$ cat config.mk
export PLATFORM = sky130hd
export DESIGN_NAME = ldc_led_dimming_control
export DESIGN_NICKNAME = d
export VERILOG_FILES = /design/src/rtl/ldc_led_dimming_control.v
export VERILOG_INCLUDE_DIRS = /design/src /design/src/rtl
export SDC_FILE = /design/constraint.sdc
export NUM_CORES = 1
export LEC_CHECK = 0
export ABC_AREA = 1
export BUFFER_PORTS_ARGS = -buffer_cell sky130_fd_sc_hd__buf_2
export CAP_MARGIN = 20
export CORE_UTILIZATION = 26
export CTS_BUF_LIST = sky130_fd_sc_hd__clkbuf_8
export CTS_CLUSTER_DIAMETER = 40
export DETAILED_ROUTE_END_ITERATION = 8
export MAX_ROUTING_LAYER = met4
export SYNTH_ARGS = -nofsm -noshare
export SYNTH_HDL_FRONTEND = slang
export SYNTH_SLANG_ARGS = --single-unit
$ cat constraint.sdc
create_clock -name clk_i -period 1.8 [get_ports clk_i]
set_input_delay 0.09 -clock clk_i [delete_from_list [all_inputs] [get_ports clk_i]]
set_output_delay 0.09 -clock clk_i [all_outputs]
set_load 0.005 [all_outputs]
$ cat src/rtl/ldc_defines.vh
`ifndef LDC_DEFINES_VH
`define LDC_DEFINES_VH

// Register indices of the plain register port
`define LDC_ADDR_W        3
`define LDC_REG_CTRL      3'h0
`define LDC_REG_RATE      3'h1
`define LDC_REG_DUTY_IDX  3'h2
`define LDC_REG_DUTY_DATA 3'h3
`define LDC_REG_STATUS    3'h4

// First command byte fields
`define LDC_C1_BYPASS     6
`define LDC_C1_LVL_HI     5
`define LDC_C1_LVL_LO     3
`define LDC_C1_HALT       2
`define LDC_C1_FREEZE     1
`define LDC_C1_INVERT     0

// Second command byte field
`define LDC_C2_DIV_HI     1
`define LDC_C2_DIV_LO     0

// Reset values and slot bounds
`define LDC_RST_DUTY      6'h00
`define LDC_RST_LEVEL     3'h0
`define LDC_RST_DIV       2'h0
`define LDC_SLOT_FIRST    3'h0
`define LDC_SLOT_LAST     3'h7

// Timing exponents: sample interval 2^(17+N), step 2^(3+N)
`define LDC_SAMPLE_EXP    5'h11
`define LDC_STEP_EXP      5'h03
`define LDC_TICK_W        20
`define LDC_STEP_LAST     6'h3F

`endif

$ cat src/rtl/ldc_led_dimming_control.v
// Notes on behaviour
// RULE1: Halt bit set enters standby, stops timebase, selection and PWM.
// RULE2: Duty slots kept unchanged during standby.
// RULE3: Standby resets sampling and selection logic.
// RULE4: Freeze bit holds current slot selection; the code blocks only the sampled update, so bypass still sets it.
// RULE5: Reset selects duty slot zero.
// RULE6: Standby release selects slot 0 or 7.
// RULE7: Invert bit maps level i to 7-i.
// RULE8: Sampling interval is 2^(17+N) oscillator clocks.
// RULE9: PWM period is 64 steps of 2^(3+N).
// RULE10: Host picks prescale avoiding visible flicker.
// RULE11: Reset pin restores every default.
// RULE12: Reset clears control bits and fields.
// RULE13: Reset loads all duty slots with zero.
// RULE14: Zero duty off; v gives v+1 steps.
// RULE15: Bypass uses manual level as slot index.
// RULE16: First command byte bit layout fixed.
// RULE17: Slot updates at interval end when free.
// RULE18: New duty taken only at period start.
`timescale 1ns/1ps
`include "ldc_defines.vh"

module ldc_led_dimming_control (
  // Clock, reset, enable
  input  wire                   clk_i,
  input  wire                   rst_n_i,
  input  wire                   ce_i,
  // Register port
  input  wire [`LDC_ADDR_W-1:0] addr_i,
  input  wire [7:0]             wdata_i,
  input  wire                   wr_i,
  input  wire                   rd_i,
  output reg  [7:0]             rdata_o,
  // Quantised light level from the sensor converter
  input  wire [2:0]             light_level_i,
  // Outputs
  output reg                    pwm_o,
  output wire                   standby_o,
  output wire [2:0]             sel_slot_o
);

  // Prescaled tick: 1 << (base + N) cycles
  function [`LDC_TICK_W-1:0] ldc_mask;
    input [4:0] base;
    input [1:0] n;
    reg   [4:0] expo;
    reg   [`LDC_TICK_W-1:0] one;
    begin
      expo     = base + {3'h0, n};
      one      = {{(`LDC_TICK_W-1){1'b0}}, 1'b1};
      // Largest exponent is 20: the shift wraps to zero and the mask is all ones
      ldc_mask = (one << expo) - one;
    end
  endfunction

  // Invert mapping of a level onto a slot
  function [2:0] ldc_map;
    input [2:0] lvl;
    input       inv;
    begin
      ldc_map = inv ? (`LDC_SLOT_LAST - lvl) : lvl;
    end
  endfunction

  reg        bypass_q;
  reg  [2:0] manual_level_q;
  reg        halt_q;
  reg        freeze_q;
  reg        invert_q;
  reg  [1:0] div_q;
  reg  [2:0] duty_idx_q;
  reg  [5:0] duty_q [0:7];
  reg  [2:0] sel_q;
  reg        halt_prev_q;
  reg  [`LDC_TICK_W-1:0] tick_q;
  reg  [5:0] step_q;
  reg  [5:0] cur_duty_q;
  reg  [2:0] lvl_s1_q;
  reg  [2:0] lvl_s2_q;
  integer    i;

  // Next-state values of the read port, timebase, selection and PWM
  reg  [7:0]             rdata_d;
  reg  [`LDC_TICK_W-1:0] tick_d;
  reg  [5:0]             step_d;
  reg  [2:0]             sel_d;
  reg  [5:0]             cur_duty_d;
  reg                    pwm_d;

  wire [`LDC_TICK_W-1:0] step_mask   = ldc_mask(`LDC_STEP_EXP, div_q);
  wire [`LDC_TICK_W-1:0] sample_mask = ldc_mask(`LDC_SAMPLE_EXP, div_q);
  // RULE9: step boundary
  wire step_end   = (tick_q & step_mask) == step_mask;
  // RULE8: interval boundary
  wire sample_end = (tick_q & sample_mask) == sample_mask;
  wire period_end = step_end && (step_q == `LDC_STEP_LAST);

  assign standby_o  = halt_q;
  assign sel_slot_o = sel_q;

  // Register writes
  always @(posedge clk_i or negedge rst_n_i) begin
    if (!rst_n_i) begin
      // RULE11: defaults after reset
      // RULE12: control bits cleared
      bypass_q       <= 1'b0;
      manual_level_q <= `LDC_RST_LEVEL;
      halt_q         <= 1'b0;
      freeze_q       <= 1'b0;
      invert_q       <= 1'b0;
      div_q          <= `LDC_RST_DIV;
      duty_idx_q     <= `LDC_SLOT_FIRST;
      // RULE13: duty slots zeroed
      for (i = 0; i < 8; i = i + 1) begin
        duty_q[i] <= `LDC_RST_DUTY;
      end
    end else if (ce_i && wr_i) begin
      case (addr_i)
        `LDC_REG_CTRL: begin
          // RULE16: command byte layout
          bypass_q       <= wdata_i[`LDC_C1_BYPASS];
          manual_level_q <= wdata_i[`LDC_C1_LVL_HI:`LDC_C1_LVL_LO];
          // RULE1: halt bit enters standby
          halt_q         <= wdata_i[`LDC_C1_HALT];
          freeze_q       <= wdata_i[`LDC_C1_FREEZE];
          invert_q       <= wdata_i[`LDC_C1_INVERT];
        end
        `LDC_REG_RATE: begin
          div_q <= wdata_i[`LDC_C2_DIV_HI:`LDC_C2_DIV_LO];
        end
        `LDC_REG_DUTY_IDX: begin
          duty_idx_q <= wdata_i[2:0];
        end
        `LDC_REG_DUTY_DATA: begin
          // Index auto-advances so eight writes fill slots 0..7
          duty_q[duty_idx_q] <= wdata_i[5:0];
          duty_idx_q         <= duty_idx_q + 3'h1;
        end
        default: begin
          duty_idx_q <= duty_idx_q;
        end
      endcase
    end
  end

  // Read mux; zero outside a read so the port idles quiet
  always @* begin
    rdata_d = 8'h00;
    if (rd_i) begin
      case (addr_i)
        `LDC_REG_CTRL: begin
          rdata_d = {1'b0, bypass_q, manual_level_q, halt_q, freeze_q, invert_q};
        end
        `LDC_REG_RATE: begin
          rdata_d = {6'h00, div_q};
        end
        `LDC_REG_DUTY_IDX: begin
          rdata_d = {5'h00, duty_idx_q};
        end
        `LDC_REG_DUTY_DATA: begin
          rdata_d = {2'h0, duty_q[duty_idx_q]};
        end
        `LDC_REG_STATUS: begin
          rdata_d = {4'h0, halt_q, sel_q};
        end
        default: begin
          rdata_d = 8'h00;
        end
      endcase
    end
  end

  // Read data one cycle after the strobe; held while the enable is low
  always @(posedge clk_i or negedge rst_n_i) begin
    if (!rst_n_i) begin
      rdata_o <= 8'h00;
    end else if (ce_i) begin
      rdata_o <= rdata_d;
    end
  end

  // Light level crosses from the analog side
  always @(posedge clk_i or negedge rst_n_i) begin
    if (!rst_n_i) begin
      lvl_s1_q <= 3'h0;
      lvl_s2_q <= 3'h0;
    end else if (ce_i) begin
      lvl_s1_q <= light_level_i;
      lvl_s2_q <= lvl_s1_q;
    end
  end

  // Next timebase; everything parks at zero in standby
  always @* begin
    tick_d = tick_q;
    step_d = step_q;
    if (halt_q) begin
      // RULE1: oscillator stopped
      tick_d = {`LDC_TICK_W{1'b0}};
      step_d = 6'h00;
    end else begin
      tick_d = tick_q + 1'b1;
      // RULE9: step advance
      if (step_end) begin
        // Wraps from the last step back to the first
        step_d = step_q + 6'h01;
      end
    end
  end

  // Next selected slot; release wins over bypass and sampling
  always @* begin
    sel_d = sel_q;
    if (halt_q) begin
      // RULE3: selection back to initial
      // RULE2: duty slots untouched here
      sel_d = `LDC_SLOT_FIRST;
    end else if (halt_prev_q) begin
      // RULE6: release selects first or last
      sel_d = invert_q ? `LDC_SLOT_LAST : `LDC_SLOT_FIRST;
    end else if (bypass_q) begin
      // RULE15: manual level selects slot
      sel_d = manual_level_q;
    end else if (sample_end && !freeze_q) begin
      // RULE17: update at interval end
      // RULE4: freeze skips this update
      // RULE7: inverted mapping
      sel_d = ldc_map(lvl_s2_q, invert_q);
    end
  end

  // Next duty and output; a new slot value waits for the period wrap
  always @* begin
    cur_duty_d = cur_duty_q;
    pwm_d      = 1'b0;
    if (halt_q) begin
      cur_duty_d = `LDC_RST_DUTY;
      pwm_d      = 1'b0;
    end else begin
      // RULE18: new duty at period start
      if (period_end) begin
        cur_duty_d = duty_q[sel_q];
      end
      // RULE14: zero off, else v+1 steps
      pwm_d = (cur_duty_q != `LDC_RST_DUTY) && (step_q <= cur_duty_q);
    end
  end

  // Timebase and slot selection registers
  always @(posedge clk_i or negedge rst_n_i) begin
    if (!rst_n_i) begin
      tick_q      <= {`LDC_TICK_W{1'b0}};
      step_q      <= 6'h00;
      halt_prev_q <= 1'b0;
      // RULE5: slot zero after reset
      sel_q       <= `LDC_SLOT_FIRST;
    end else if (ce_i) begin
      halt_prev_q <= halt_q;
      tick_q      <= tick_d;
      step_q      <= step_d;
      sel_q       <= sel_d;
    end
  end

  // PWM registers; a flip-flop output cannot glitch the LED switch
  always @(posedge clk_i or negedge rst_n_i) begin
    if (!rst_n_i) begin
      cur_duty_q <= `LDC_RST_DUTY;
      pwm_o      <= 1'b0;
    end else if (ce_i) begin
      cur_duty_q <= cur_duty_d;
      pwm_o      <= pwm_d;
    end
  end

endmodule

==> impl_metrics.env <==
export IMPL_path_delay_family="simple AND/OR/NAND/NOR gates"
export IMPL_comb_power_share=0.369
export IMPL_cts_tree="done"
export IMPL_required_ns=2.09
export IMPL_crit_fanout=6
export IMPL_cts_buffers=9
export IMPL_drt_iter0_markers=492
export IMPL_fillers=2638
export IMPL_synth_simple_gate_area_frac=0.332
export IMPL_layout_setup_ws_ns=0.149
export IMPL_vias_per_cell=4.64
export IMPL_clk_pin_slew_ns=0.11
export IMPL_grt_setup_unrepaired="yes"
export IMPL_max_cap_violations=0
export IMPL_syn_area_um2=6510
export IMPL_place_ws_ns=0.0972
export IMPL_start_util=0.266
export IMPL_wl_per_cell_um=13.7
export IMPL_ir_worst_vdd_mv=0.361
export IMPL_criticalPathCategory="reg2reg"
export IMPL_syn_inst=924
export IMPL_internal_power_mw=4.43
export IMPL_final_common_cell="nand2_1"
export IMPL_port_buffers=29
export IMPL_post_route_period_util=0.917
export IMPL_cp_end_kind="register"
export IMPL_htreeDepth=3
export IMPL_grt_pass1_wl_um=29900
export IMPL_overflow=0
export IMPL_syn_area_per_cell_um2=7.05
export IMPL_crit_arrival_ns=1.94
export IMPL_crit_path_start_kind="register"
export IMPL_synth_compound_area_share=0.134
export IMPL_swShare=0.415
export IMPL_layout_common_cells="nand2_1, dfrtp_1, nor2_1, inv_1, o21ai_0"
export IMPL_p_total_mw=7.58
export IMPL_ys_types=43
export IMPL_cp_slowest_cell="dfrtp_1"
export IMPL_clk_path_buf_depth=2
export IMPL_die_w_um=160
export IMPL_layout_nets=989
export IMPL_ys_warn_count=0
export IMPL_grtUsageTotal=0.150
export IMPL_coreArea_um2=24500
export IMPL_p_seq_frac=0.435
export IMPL_fmax_mhz=606
export IMPL_antenna_found_initial=0
export IMPL_p_sw_mw=3.15
export IMPL_max_stage_delay_ns=0.40
export IMPL_root_buffer="clkbuf_8"
export IMPL_antenna_left=0
export IMPL_area_growth_pct=13.1
export IMPL_drive_gt1_frac=0.112
export IMPL_crit_buf_inv=1
export IMPL_design_area_um2=7360
export IMPL_synth_xor_area_frac=0.00673
export IMPL_hold_class="in2reg"
export IMPL_finalSetupViolations=0
export IMPL_num_vias=5970
export IMPL_dp_cells=1263
export IMPL_clockPowerShare=0.196
export IMPL_die_area_um2=25700
export IMPL_worstSkewPairLatency_ns=0.40
export IMPL_dp_hpwl_um=13000
export IMPL_fin_skew_ns=0.0176
export IMPL_die_h_um=160
export IMPL_tns_ns=0
export IMPL_finalWeightedCongestion=0.872
export IMPL_drt_first_pass_iters=8
export IMPL_synth_mux_area_frac=0.00173
export IMPL_status="finished, final reports clean"
export IMPL_ys_seq_area_frac=0.423
export IMPL_fp_row_count=57
export IMPL_slew_violations=0
export IMPL_power_density_nw_per_um2=1030
export IMPL_wl_um=17700
export IMPL_synth_top_family_by_area="simple AND/OR/NAND/NOR gates"
export IMPL_synth_seq_cells=110
export IMPL_io_pins=32
export IMPL_stdcell_count=1286
export IMPL_synthAdderAreaFrac=0.0231
export IMPL_path_cells="nand2_2 -> inv_1 -> ha_1 -> o21ai_0 -> nor2_1 -> nand2_1 -> nor2_4 -> nand3_4 -> nand3_2 -> nand2_1"
export IMPL_dpl_cell_area_um2=7070
export IMPL_grt_max_degree=36
export IMPL_hold_viol_final=0
export IMPL_diodes=0
export IMPL_cts_sinks=110
export IMPL_cellLeakagePower_nw=3.58
export IMPL_drc_errors=0
export IMPL_crit_top_cell="nand2_1"
export IMPL_fin_crit_ns=1.65
export IMPL_grt_pass1_vias=5774
## worst min-delay path, stage by stage
cell,delay (ns)
buf_2,0.11
a211oi_1,0.07
a21oi_1,0.11
## through the flow
step	hold slack, ns	utilization
after detailed placement	0.0415	0.289
after global placement	0.0398	0.289
after CTS	0.0144	0.299
final	0.0218	0.301
after global routing	0.0403	0.301
after floorplan	-0.206	-
## kinds of logic after synthesis
group	after synthesis
DFF	110
buffers and inverters	120
other	2
AOI/OAI and AO/OA	165
adders and majority gates	12
and+or+nand+nor	509
muxes	1
xor gates and xnor gates	5
## power by group through the flow
stage / clock network, mW / logic [mW] / registers [mW]
final: 1.49 / 2.79 / 3.29
after global routing: 1.63 / 3.25 / 3.36
after CTS: 1.53 / 2.79 / 3.29
after detailed placement: 0 / 2.77 / 3.34
after global placement: 0 / 2.71 / 3.34
after floorplan: 0 / 2.00 / 3.20
## registers in the layout (all words and copies together), names as in the netlist
name / count
bypass_q: 1
cur_duty_q: 6
div_q: 2
duty_idx_q: 3
duty_q: 48
freeze_q: 1
halt_prev_q: 1
invert_q: 1
lvl_s1_q: 3
lvl_s2_q: 3
manual_level_q: 3
pwm_o: 1
rdata_o: 7
sel_slot_o: 3
standby_o: 1
step_q: 6
tick_q: 20
## cell usage after synthesis
cell type,instances,area (um^2)
nor4_1,1,6.26
clkinv_1,1,3.75
o31ai_1,1,7.51
o21ai_2,4,35.0
xor2_1,5,43.8
clkbuf_1,7,26.3
nand3_1,51,255
nand2_2,3,18.8
nor2_8,1,20.0
nand2_4,2,22.5
nor2_4,1,11.3
nor2_2,4,25.0
inv_2,7,26.3
clkbuf_2,1,5.00
ha_1,12,150
o211ai_1,1,7.51
nand3_2,1,10.0
buf_2,24,120
a22o_1,1,8.76
nand3_4,1,17.5
a32o_1,1,10.0
nand4_2,8,100
nor3b_1,1,7.51
a211oi_1,2,15.0
buf_4,6,45.0
buf_1,1,3.75
nand4_1,7,43.8
and2_1,1,6.26
dfrtp_1,110,2750
nand3b_1,1,7.51
inv_1,72,270
nor3_1,8,40.0
nor2_1,92,345
nand2_1,326,1220
o21ai_0,68,340
a21oi_1,29,145
conb_1,2,7.51
mux2_2,1,11.3
o21a_1,2,15.0
o22ai_1,3,18.8
a41oi_1,1,8.76
buf_6,1,11.3
o21ai_1,52,260
## final timing paths
kind / start / endpoint / slack [ns] / depth (start not counted)
hold / removal: wdata_i[2] / duty_idx_q[2] / 0.02 / 3
hold reg to reg: rdata_o[3] / rdata_o[3] / 0.49 / 2
setup reg to reg: div_q[0] / cur_duty_q[1] / 0.15 / 10
setup / recovery: div_q[0] / cur_duty_q[1] / 0.15 / 10
min in group asynchronous: rst_n_i / cur_duty_q[4] / 0.17 / 2
max in group asynchronous: rst_n_i / bypass_q / 1.08 / 3
## final cells by class
cell class / count / area [um^2] / share of cell area
clock buffer: 9 / 124 / 0.0168
clock inverter: 6 / 60.1 / 0.00816
inverter: 80 / 300 / 0.0408
multi-input combinational: 697 / 3290 / 0.446
sequential: 110 / 2750 / 0.374
tap: 324 / 405 / 0.0551
timing repair buffer: 60 / 433 / 0.0588
## metal layers
layer	up-vias	track usage	part of all wire	wire, um
met3	33	0.0192	0.031	546
met1	2804	0.194	0.47	8320
met5	-	-	0	0
met4	0	0.0554	0.021	367
met2	98	0.240	0.48	8440
li1	3035	-	-	-
## repair_timing
item	in CTS	in global routing
hold buffers	6	0
hold endpoints to repair	111	0
gates resized for setup	0	8
setup endpoints to repair	0	12
setup buffers	0	2
Power figures use the tool's default switching activity.
